`src/lfpc_defs.vh`:
```
/*
  lfpc_defs.vh: constants for the flash pin-control block.
  Assumes inclusion by bare name from the block's design files.
*/
`ifndef LFPC_DEFS_VH
`define LFPC_DEFS_VH
`define LFPC_START_OK 4'h0
`define LFPC_CT_MEM_RD 4'h4
`define LFPC_CT_MEM_WR 4'h6
`define LFPC_ADDR_NIBBLES 4'h8
`define LFPC_AMEM_BIT 22
`define LFPC_ID_HI_MSB 24
`define LFPC_ID_HI_LSB 23
`define LFPC_ID_LO_MSB 21
`define LFPC_ID_LO_LSB 20
`define LFPC_MEM_AW 20
`define LFPC_TOP_BLK_MSB 19
`define LFPC_TOP_BLK_LSB 16
`define LFPC_TOP_BLK_VAL 4'hF
`define LFPC_ST_IDLE 3'h0
`define LFPC_ST_CTYPE 3'h1
`define LFPC_ST_ADDR 3'h2
`define LFPC_ST_DATA 3'h3
`define LFPC_ST_TAR 3'h4
`define LFPC_ST_RSP 3'h5
`define LFPC_GPI_REG_SEL 4'h0
`endif

```
`src/lfpc_sync.v`:
```
/*
  lfpc_sync.v: two-flop synchroniser for a bundle of pin levels.
  Assumes levels from outside the clock domain; reset value is zero.
*/
`timescale 1ns/100ps
`default_nettype none
module lfpc_sync #(
  parameter W = 1
) (
  input wire i_sys_clk,
  input wire i_rst_n,
  input wire [W-1:0] i_async,
  output reg [W-1:0] o_sync
);
  reg [W-1:0] meta_q;
  always @(posedge i_sys_clk or negedge i_rst_n)
  begin
    if (!i_rst_n)
    begin
      meta_q <= {W{1'b0}};
      o_sync <= {W{1'b0}};
    end
    else
    begin
      meta_q <= i_async;
      o_sync <= meta_q;
    end
  end
endmodule
`default_nettype wire

```
`src/lfpc_top.v`:
```
/*
  lfpc_top.v: pin-level control of a byte-wide flash with a low-pin-count
  host port and a parallel programmer port: mode, reset merge, select,
  standby, identity strap, board inputs, hardware write protection.
  Assumes i_sys_clk is the bus clock from the host; all pins are async.
*/
// Operation
// - mode input high selects programmer port, low selects bus port
// - init and reset inputs merge; either low resets identically
// - main reset resets both bus and programmer interface logic
// - four-bit strapped identity identifies this part on a shared bus
// - five board inputs readable by the host via register read
// - top-lock low refuses programming of top boot block
// - write-protect low refuses programming outside top block
// - frame assertion starts a transfer and aborts any cycle
// - chip select low enables device; high means low-power standby
// - row/column select steers muxed address to row or column
// - four address/data lines carry control, address and data both ways
// - control unit clocked by host-supplied bus clock
// - address field carries identity and memory/register select
// - top-lock and write-protect protections act independently
// - operation valid only if latched start value is all zeros
`timescale 1ns/100ps
`default_nettype none
`include "lfpc_defs.vh"
module lfpc_top #(
  parameter PP_AW = 11
) (
  input wire i_sys_clk,
  input wire i_rst_n,
  input wire i_init_n,
  input wire i_programmer_port_mode,
  input wire i_ce_n,
  input wire i_frame_n,
  input wire [3:0] i_lad,
  input wire [3:0] i_chip_strap,
  input wire [4:0] i_board_inputs,
  input wire i_top_block_lock_n,
  input wire i_wp_n,
  input wire i_row_col_n,
  input wire [PP_AW-1:0] i_pp_addr,
  output reg [3:0] o_lad,
  output reg o_lad_oe_n,
  output reg o_standby,
  output reg o_pp_active,
  output reg o_wr_start,
  output reg [`LFPC_MEM_AW-1:0] o_wr_addr,
  output reg [7:0] o_wr_data,
  output reg o_wr_refused,
  output reg [2*PP_AW-1:0] o_pp_addr
);
  // reset pins combined before anything else sees them
  wire rst_n = i_rst_n & i_init_n;
  wire [19+PP_AW-1:0] s;
  lfpc_sync #(.W(19+PP_AW)) u_sync (
    .i_sys_clk(i_sys_clk),
    .i_rst_n(rst_n),
    .i_async({i_programmer_port_mode, i_ce_n, i_frame_n, i_lad, i_chip_strap,
      i_board_inputs, i_top_block_lock_n, i_wp_n, i_row_col_n, i_pp_addr}),
    .o_sync(s)
  );
  wire pp_s = s[PP_AW+18];
  wire ce_n_s = s[PP_AW+17];
  wire frame_n_s = s[PP_AW+16];
  wire [3:0] lad_s = s[PP_AW+15:PP_AW+12];
  wire [3:0] strap_s = s[PP_AW+11:PP_AW+8];
  wire [4:0] gpi_s = s[PP_AW+7:PP_AW+3];
  wire tbl_n_s = s[PP_AW+2];
  wire wp_n_s = s[PP_AW+1];
  wire rc_n_s = s[PP_AW];
  wire [PP_AW-1:0] ppa_s = s[PP_AW-1:0];

  reg mode_q;
  reg mode_taken_q;
  reg [1:0] fill_q;
  reg [3:0] strap_q;
  reg [2:0] st_q;
  reg [3:0] start_q;
  reg is_wr_q;
  reg [3:0] cnt_q;
  reg [31:0] addr_q;
  reg [7:0] data_q;
  reg [3:0] rsp_q;
  // bus side stays shut until the synchronised mode and strap have been caught
  wire lpc_on = mode_taken_q & ~mode_q & ~ce_n_s;

  // mode and strap are caught once after reset release; later pin moves are ignored
  always @(posedge i_sys_clk or negedge rst_n)
  begin
    if (!rst_n)
    begin
      mode_q <= 1'b0;
      mode_taken_q <= 1'b0;
      strap_q <= 4'h0;
      fill_q <= 2'h0;
    end
    else if (!mode_taken_q)
    begin
      // the synchroniser shows its reset value for two edges after release
      if (fill_q == 2'h2)
      begin
        mode_q <= pp_s;
        strap_q <= strap_s;
        mode_taken_q <= 1'b1;
      end
      else
      begin
        fill_q <= fill_q + 2'h1;
      end
    end
  end

  wire id_hit = {addr_q[`LFPC_ID_HI_MSB:`LFPC_ID_HI_LSB],
    addr_q[`LFPC_ID_LO_MSB:`LFPC_ID_LO_LSB]} == strap_q;
  wire is_mem = addr_q[`LFPC_AMEM_BIT];
  wire top_blk = addr_q[`LFPC_TOP_BLK_MSB:`LFPC_TOP_BLK_LSB] == `LFPC_TOP_BLK_VAL;
  // each lock covers its own region only
  wire prot = top_blk ? ~tbl_n_s : ~wp_n_s;

  always @(posedge i_sys_clk or negedge rst_n)
  begin
    if (!rst_n)
    begin
      st_q <= `LFPC_ST_IDLE;
      start_q <= 4'hF;
      is_wr_q <= 1'b0;
      cnt_q <= 4'h0;
      addr_q <= 32'h0000_0000;
      data_q <= 8'h00;
      rsp_q <= 4'h0;
      o_lad <= 4'h0;
      o_lad_oe_n <= 1'b1;
      o_wr_start <= 1'b0;
      o_wr_addr <= {`LFPC_MEM_AW{1'b0}};
      o_wr_data <= 8'h00;
      o_wr_refused <= 1'b0;
    end
    else
    begin
      o_wr_start <= 1'b0;
      o_wr_refused <= 1'b0;
      if (!lpc_on)
      begin
        st_q <= `LFPC_ST_IDLE;
        o_lad_oe_n <= 1'b1;
      end
      else if (!frame_n_s)
      begin
        // frame low: latch start nibble, abort anything running
        start_q <= lad_s;
        st_q <= `LFPC_ST_IDLE;
        o_lad_oe_n <= 1'b1;
      end
      else
      begin
        case (st_q)
          `LFPC_ST_IDLE:
          begin
            // the nibble seen as frame rises is already the cycle type
            is_wr_q <= lad_s[1];
            cnt_q <= 4'h0;
            if (start_q == `LFPC_START_OK &&
              (lad_s == `LFPC_CT_MEM_RD || lad_s == `LFPC_CT_MEM_WR))
            begin
              st_q <= `LFPC_ST_ADDR;
            end
            start_q <= 4'hF;
          end
          `LFPC_ST_ADDR:
          begin
            addr_q <= {addr_q[27:0], lad_s};
            cnt_q <= cnt_q + 4'h1;
            if (cnt_q == `LFPC_ADDR_NIBBLES - 4'h1)
            begin
              cnt_q <= 4'h0;
              st_q <= is_wr_q ? `LFPC_ST_DATA : `LFPC_ST_TAR;
            end
          end
          `LFPC_ST_DATA:
          begin
            // data arrives low nibble first
            data_q <= {lad_s, data_q[7:4]};
            cnt_q <= cnt_q + 4'h1;
            if (cnt_q == 4'h1)
            begin
              if (id_hit && is_mem)
              begin
                o_wr_start <= ~prot;
                o_wr_refused <= prot;
                o_wr_addr <= addr_q[`LFPC_MEM_AW-1:0];
                o_wr_data <= {lad_s, data_q[7:4]};
              end
              st_q <= `LFPC_ST_IDLE;
            end
          end
          `LFPC_ST_TAR:
          begin
            rsp_q <= gpi_s[3:0];
            if (id_hit && !is_mem && addr_q[3:0] == `LFPC_GPI_REG_SEL)
            begin
              st_q <= `LFPC_ST_RSP;
              cnt_q <= 4'h0;
            end
            else
            begin
              st_q <= `LFPC_ST_IDLE;
            end
          end
          `LFPC_ST_RSP:
          begin
            // sync, low nibble, high nibble of the board-input byte
            o_lad_oe_n <= 1'b0;
            cnt_q <= cnt_q + 4'h1;
            case (cnt_q)
              4'h0: o_lad <= 4'h0;
              4'h1: o_lad <= rsp_q;
              4'h2: o_lad <= {3'h0, gpi_s[4]};
              default:
              begin
                o_lad_oe_n <= 1'b1;
                st_q <= `LFPC_ST_IDLE;
              end
            endcase
          end
          default: st_q <= `LFPC_ST_IDLE;
        endcase
      end
    end
  end

  // standby only when no write is being launched
  always @(posedge i_sys_clk or negedge rst_n)
  begin
    if (!rst_n)
    begin
      o_standby <= 1'b1;
      o_pp_active <= 1'b0;
      o_pp_addr <= {2*PP_AW{1'b0}};
    end
    else
    begin
      // held in standby until the synchronised select is trustworthy
      o_standby <= (ce_n_s | ~mode_taken_q) & ~o_wr_start;
      o_pp_active <= mode_taken_q & mode_q;
      if (mode_q)
      begin
        if (rc_n_s)
        begin
          o_pp_addr[2*PP_AW-1:PP_AW] <= ppa_s;
        end
        else
        begin
          o_pp_addr[PP_AW-1:0] <= ppa_s;
        end
      end
    end
  end
endmodule
`default_nettype wire

```
`config.mk`:
```
export PLATFORM = sky130hd
export DESIGN_NAME = lfpc_top
export DESIGN_NICKNAME = d
export VERILOG_FILES = /design/src/lfpc_sync.v /design/src/lfpc_top.v
export VERILOG_INCLUDE_DIRS = /design/src
export SDC_FILE = /design/constraint.sdc
export NUM_CORES = 1
export LEC_CHECK = 0
export BUFFER_PORTS_ARGS = -buffer_cell sky130_fd_sc_hd__buf_2
export CORE_ASPECT_RATIO = 1.5
export CORE_MARGIN = 2
export CORE_UTILIZATION = 55
export CTS_CLUSTER_SIZE = 12
export DETAILED_ROUTE_END_ITERATION = 10
export GPL_TIMING_DRIVEN = 0
export PLACE_DENSITY = 0.74
export SYNTH_ARGS = -nofsm -noshare
export SYNTH_HDL_FRONTEND = slang
export SYNTH_SLANG_ARGS = --single-unit
```
`constraint.sdc`:
```
create_clock -name i_sys_clk -period 6.4 [get_ports i_sys_clk]
set_input_delay 0.32 -clock i_sys_clk [delete_from_list [all_inputs] [get_ports i_sys_clk]]
set_output_delay 0.32 -clock i_sys_clk [all_outputs]
set_load 0.05 [all_outputs]
```
* Word level (Yosys, flattened, before mapping)
Cells that the tools add are included.
** Word-level totals
- Bits in registers :: 176
- Latch bits :: 0
- Bits in writable memories :: 0
- ROM bits :: 0
- Bits of input ports :: 33
- Output and inout port bits :: 59
- Logic and storage cells :: 118
- Memories :: 0
** Cells by class
- Add/subtract/negate cells :: 2
- $mul :: 0
- Divide/modulo/power cells :: 0
- Magnitude comparators :: 0
- Equality and inequality tests :: 19
- Shift operators :: 0
- Mux-type cells :: 32
- Bitwise logic cells :: 15
- Reduce and logical (&&, ||, !) cells :: 27
** Operator list (number)
- 3-bit 2-to-1 mux :: 8
- 1-bit 2-to-1 mux :: 17
- 4-bit 2-to-1 mux :: 4
- 4-bit inequality test (second input constant) :: 4
- 4-bit case mux with 4 select lines :: 1
- 3-bit case mux with 5 select lines :: 1
- 4-bit by 3-bit == test with 1-bit output (second input constant) :: 3
- 4-bit zero test :: 3
- 4-bit case mux with 3 select lines :: 1
- 3-bit AND reduction :: 4
- 4-bit AND reduction :: 3
- 2-bit AND reduction :: 5
- 1-bit inverter :: 9
- 3-bit by 2-bit == test with 1-bit output (second input constant) :: 2
- 3-bit == test (second input constant) :: 2
- 1-bit AND :: 5
- 5-bit AND reduction :: 1
- 4-bit by 1-bit adder with 4-bit output (second input constant) :: 1
- 4-bit by 1-bit == test with 1-bit output (second input constant) :: 1
- 4-bit by 2-bit == test with 1-bit output (second input constant) :: 1
- 4-bit == test :: 1
- 4-bit == test (second input constant) :: 1
- 1-bit logical AND :: 4
- 2-bit inequality test (second input constant) :: 2
- other kinds (11) :: 11

* Depth between registers and ports, before layout
- Word-level depth :: 8
- Depth in mapped cells :: 7
- Depth with buffers taken out :: 6

* Hierarchy
From an unflattened synthesis, not the netlist that was laid out.
** Second synthesis, totals
- Cell total of the unflattened synthesis :: 392
- Area, all modules :: 6254.7 um^2
** Modules (own cells, without submodules)
- lfpc_top :: instances 1, cells an instance 332, area each 4753.3 um^2, sequential area each 2810.2 um^2
- lfpc_sync :: instances 1, cells an instance 60, area each 1501.4 um^2, sequential area each 1501.4 um^2

* Worst setup path after synthesis
OpenSTA, ideal clock, no wires.
- Kind :: flip-flop to flip-flop
- From :: register cnt_q[0]
- To :: register o_lad[0]
- Setup time :: 125 ps
- Arrival :: 1721 ps
- Data required time :: 6275 ps
- Path slack :: 4554 ps
- Stages on the path, launching flop included :: 8
- Path buffers :: 1
- Period minus slack after synthesis :: 1846 ps
- Cell sequence :: dfrtp_1 inv_1 ha_1 o31a_1 and4_1 and2_1 clkbuf_1 mux2_2
** Between the ends
- Word-level cells in the longest chain between the ends :: 3
- Elaborated cells between the ends (all ways) :: 6
- Those cells by class :: 2 x eq/ne; 1 x mux; 3 x reduce/logical
** Ends and longest elaborated chain
- from (decl) :: RTL line lfpc_top.v:80 : reg [3:0] cnt_q;
- from (signal assigned) :: RTL line lfpc_top.v:172 : cnt_q <= cnt_q + 4'h1;
- from (signal assigned) :: RTL line lfpc_top.v:183 : cnt_q <= cnt_q + 4'h1;
- from (signal assigned) :: RTL line lfpc_top.v:213 : cnt_q <= cnt_q + 4'h1;
- 4-bit by 1-bit == test with 1-bit output (tied with other cells) :: RTL line lfpc_top.v:214 : case (cnt_q)
- 3-bit nonzero test (no line)
- 4-bit AND reduction (no line)
- to (signal assigned) :: RTL line lfpc_top.v:216 : 4'h1: o_lad <= rsp_q;
- to (signal assigned) :: RTL line lfpc_top.v:217 : 4'h2: o_lad <= {3'h0, gpi_s[4]};
- to (decl) :: RTL line lfpc_top.v:42 : output reg [3:0] o_lad,
Several ways; a longest one is shown, not always the timed one.
A chain may end at the register's enable or synchronous reset.

* Worst setup path in the final report
- From :: register mode_q
- To :: register o_wr_addr[8]
** Between the ends
- Word-level cells in the longest chain between the ends :: 4
** Ends and longest elaborated chain
- from (decl) :: RTL line lfpc_top.v:73 : reg mode_q;
- from (signal assigned) :: RTL line lfpc_top.v:102 : mode_q <= pp_s;
- 1-bit inverter :: RTL line lfpc_top.v:85 : wire lpc_on = mode_taken_q & ~mode_q & ~ce_n_s;
- 1-bit AND (2 in series) :: RTL line lfpc_top.v:85
- 5-bit AND reduction (no line)
- to (signal assigned) :: RTL line lfpc_top.v:134 : o_wr_addr <= {`LFPC_MEM_AW{1'b0}};
- to (signal assigned) :: RTL line lfpc_top.v:190 : o_wr_addr <= addr_q[`LFPC_MEM_AW-1:0];
- to (decl) :: RTL line lfpc_top.v:47 : output reg [`LFPC_MEM_AW-1:0] o_wr_addr,
Every way passes these cells.

==> flow_metrics.tcl <==
set metrics [dict create \
    htreeDepth 4 \
    holdPathStages 1 \
    netlist_instances 386 \
    crit_fanout 10 \
    syn2layout_area_growth_pct 25.03 \
    clk_latency_ps 420 \
    ys_seq_area_frac 0.6893 \
    crit_start "mode_q" \
    setup_viol 0 \
    power.total_mw 2.361 \
    r2r_start "mode_q" \
    cts-buffers-inserted 17 \
    fin_ws_ps 4264 \
    avgViaCountPerCell 5.142 \
    detail_route.wl_per_cell_um 15.74 \
    timing.critical_path.arrival_ps 2440 \
    vias 3522 \
    firstDrtPassIters 4 \
    antenna_found_initial 0 \
    diodes 0 \
    postLayoutCellArea_sq_um 7820 \
    fmax_ghz 0.4682 \
    async_reset_ff_frac 1.000 \
    fin_crit_sh 0.3338 \
    r2r_setup_slack_ps 4260 \
    end_kind "register" \
    syn_nets 424 \
    initial_utilization 0.5658 \
    nets 563 \
    core_area_sq_um 11060 \
    min_period_ps 2136 \
    drive_above_1_share 0.4480 \
    hpwl_um 7222 \
    grt_util_all_layers 0.1904 \
    grt_pass1_wl_um 18030 \
    yosys_register_bits 172 \
    io_buffers 91 \
    synth_edf_count 0 \
    hold_viol_final 0 \
    grt_max_degree 77 \
    io_pins 92 \
    initialDrtViolationCount 129 \
    rr_worst_depth 6 \
    multi_input_area_sq_um 1842 \
    wirelength_um 10780 \
    place_congestion 0.8898 \
    dpl_worst_slack_ps 4258 \
    slew_headroom 0.5826 \
    tritoncts "done" \
    whs_ps 18.88 \
    leakage_nw 3.948 \
    tightest_slew_ps 626.0 \
    synth_area_per_cell_sq_um 16.20 \
    synthTopCellsByArea "dfrtp_1, mux2_2, mux2_4, dfstp_2, ha_1" \
    first_global_vias 3720 \
    drv_cap 0 \
    synth_top_cell_by_area "dfrtp_1" \
    peakVddDrop_v 0.0002048 \
    worstReg2RegEnd "o_wr_addr[8]" \
    synth_top_area_frac 0.6641 \
    slew_viol_final 0 \
    yosysWarnings 0 \
    placed_cell_area_sq_um 6952 \
    grt_overflow_total 0 \
    clockBufferDepth 2 \
    p_per_area_nw_per_um2 301.9 \
    path_clk_slew_ps 70 \
    min_from "i_pp_addr[8]" \
    die_h_um 134.6 \
    critPathRequiredTime_ps 6700 \
    rsz0062_at_grt "false" \
    fin_skew_ps 7.236 \
    num_rows 47 \
    dieArea_sq_um 12260 \
    cts_root_buf "clkbuf_16" \
    synth_cell_types 54 \
    place_inst 626 \
    ant_nets 0 \
    start_kind "register" \
    hold_path_end "u_sync.meta_q[8]" \
    clock-sinks 172 \
    regArea_sq_um 4312 \
    fillCellCount 781 \
    crit_type "reg -> reg" \
    synth_area_sq_um 6255 \
    hp-class "in -> reg" \
    synthFlopType "dfrtp_1" \
    drc 0 \
    die_w_um 91.07 \
    status "completed" \
    fin_cells 685 \
]
[sequential cells by signal (all words and copies together) (netlist names), 8 cells and up]
register / flops
u_sync.meta_q: 30
o_wr_data: 8
u_sync.o_sync: 30
o_wr_addr: 20
addr_q: 25
o_pp_addr: 22
[stage by stage]
stage                     setup TNS, ps  utilization
after floorplan                       0            -
after global placement          -197180       0.6236
after detailed placement              0       0.6288
after CTS                             0       0.7064
after global routing                  0       0.7073
final                                 0       0.7073
[cell families (layout without fill, tap and decap cells)]
family                   Yosys count  in the layout  synth area share
XOR/XNOR                           6              6          0.008402
adder cells (fa/ha/maj)            5              5           0.01000
flip-flops                       172            172            0.6893
buffers and inverters             18            170           0.01660
AND/OR/NAND/NOR                   62             62           0.06181
multiplexers                      94             94            0.1808
AO/OA/AOI/OAI                     29             29           0.03301
[repair_timing]
item                      in CTS  in global routing
resized for setup              0                  0
buffers inserted               0                  0
hold buffers                  26                  1
hold endpoints to repair      26                  1
[layer usage]
| layer | up-vias | track usage | part of all wire |
|---|---|---|---|
| met5 | - | 0 | 0 |
| met4 | 0 | 0.07576 | 0.018 |
| met3 | 15 | 0.05246 | 0.043 |
| met2 | 90 | 0.3226 | 0.53 |
| met1 | 1776 | 0.2327 | 0.41 |
| li1 | 1641 | - | - |
[cells in the mapped netlist, types with 3 or more instances]
| cell type | number |
|---|---|
| xor2_1 | 5 |
| o21ai_0 | 5 |
| clkbuf_1 | 3 |
| nor3_1 | 4 |
| and3_1 | 4 |
| dfrtp_1 | 166 |
| inv_1 | 7 |
| mux2_2 | 72 |
| mux2_4 | 20 |
| a21oi_1 | 4 |
| nand2_1 | 10 |
| nor2b_1 | 4 |
| and2_1 | 4 |
| buf_6 | 4 |
| ha_1 | 5 |
| o22a_1 | 4 |
| dfstp_2 | 6 |
| nand3_1 | 3 |
| nor2_1 | 11 |
[layout by cell type, fill, tap and decap left out, drive strengths merged, types with 3 or more instances in the layout]
master	Yosys	routed
nor2b	4	4
ha	5	5
and3	4	4
clkinv	0	5
and2	5	5
nand3	3	3
nor3	4	4
nor2	12	12
xor2	5	5
nand4	3	3
nand2	10	10
dfrtp	166	166
buf	8	101
clkbuf	3	20
inv	7	15
mux2	92	92
o21ai	6	6
nor3b	3	3
dfstp	6	6
dlygate4sd3	0	27
o22a	4	4
a21oi	4	4
[where the power goes]
| group | switching (mW) | total, mW | internal, mW |
|---|---|---|---|
| clock | 0.457 | 1.02 | 0.558 |
| sequential | 0.0234 | 1.16 | 1.14 |
| combinational | 0.127 | 0.187 | 0.0599 |
| total | 0.608 | 2.36 | 1.75 |
[critical path, cell delays in order, from the launching register on]
cell and delay, ps:
dfrtp_1 450, nor3b_2 320, nand3_1 190, nor2_4 260, nand4_4 250, buf_6 250, mux2_4 300
[worst max-delay path by stage]
stage	endpoint	cells after the start
final	o_wr_addr[8]	6
after global routing	o_wr_addr[11]	6
after CTS	o_wr_addr[9]	6
after detailed placement	o_wr_addr[8]	6
after global placement	o_pp_addr[13]	2
after floorplan	addr_q[0]	1
[layout make-up]
| class | instances | share of cell area |
|---|---|---|
| Tap cell | 147 | 0.02352 |
| Inverter | 7 | 0.003360 |
| Clock inverter | 15 | 0.02208 |
| Buffer | 11 | 0.009920 |
| Multi-Input combinational cell | 196 | 0.2355 |
| Timing Repair Buffer | 120 | 0.09984 |
| Sequential cell | 172 | 0.5514 |
| Clock buffer | 17 | 0.05440 |
(Power assumes the default switching activity.)
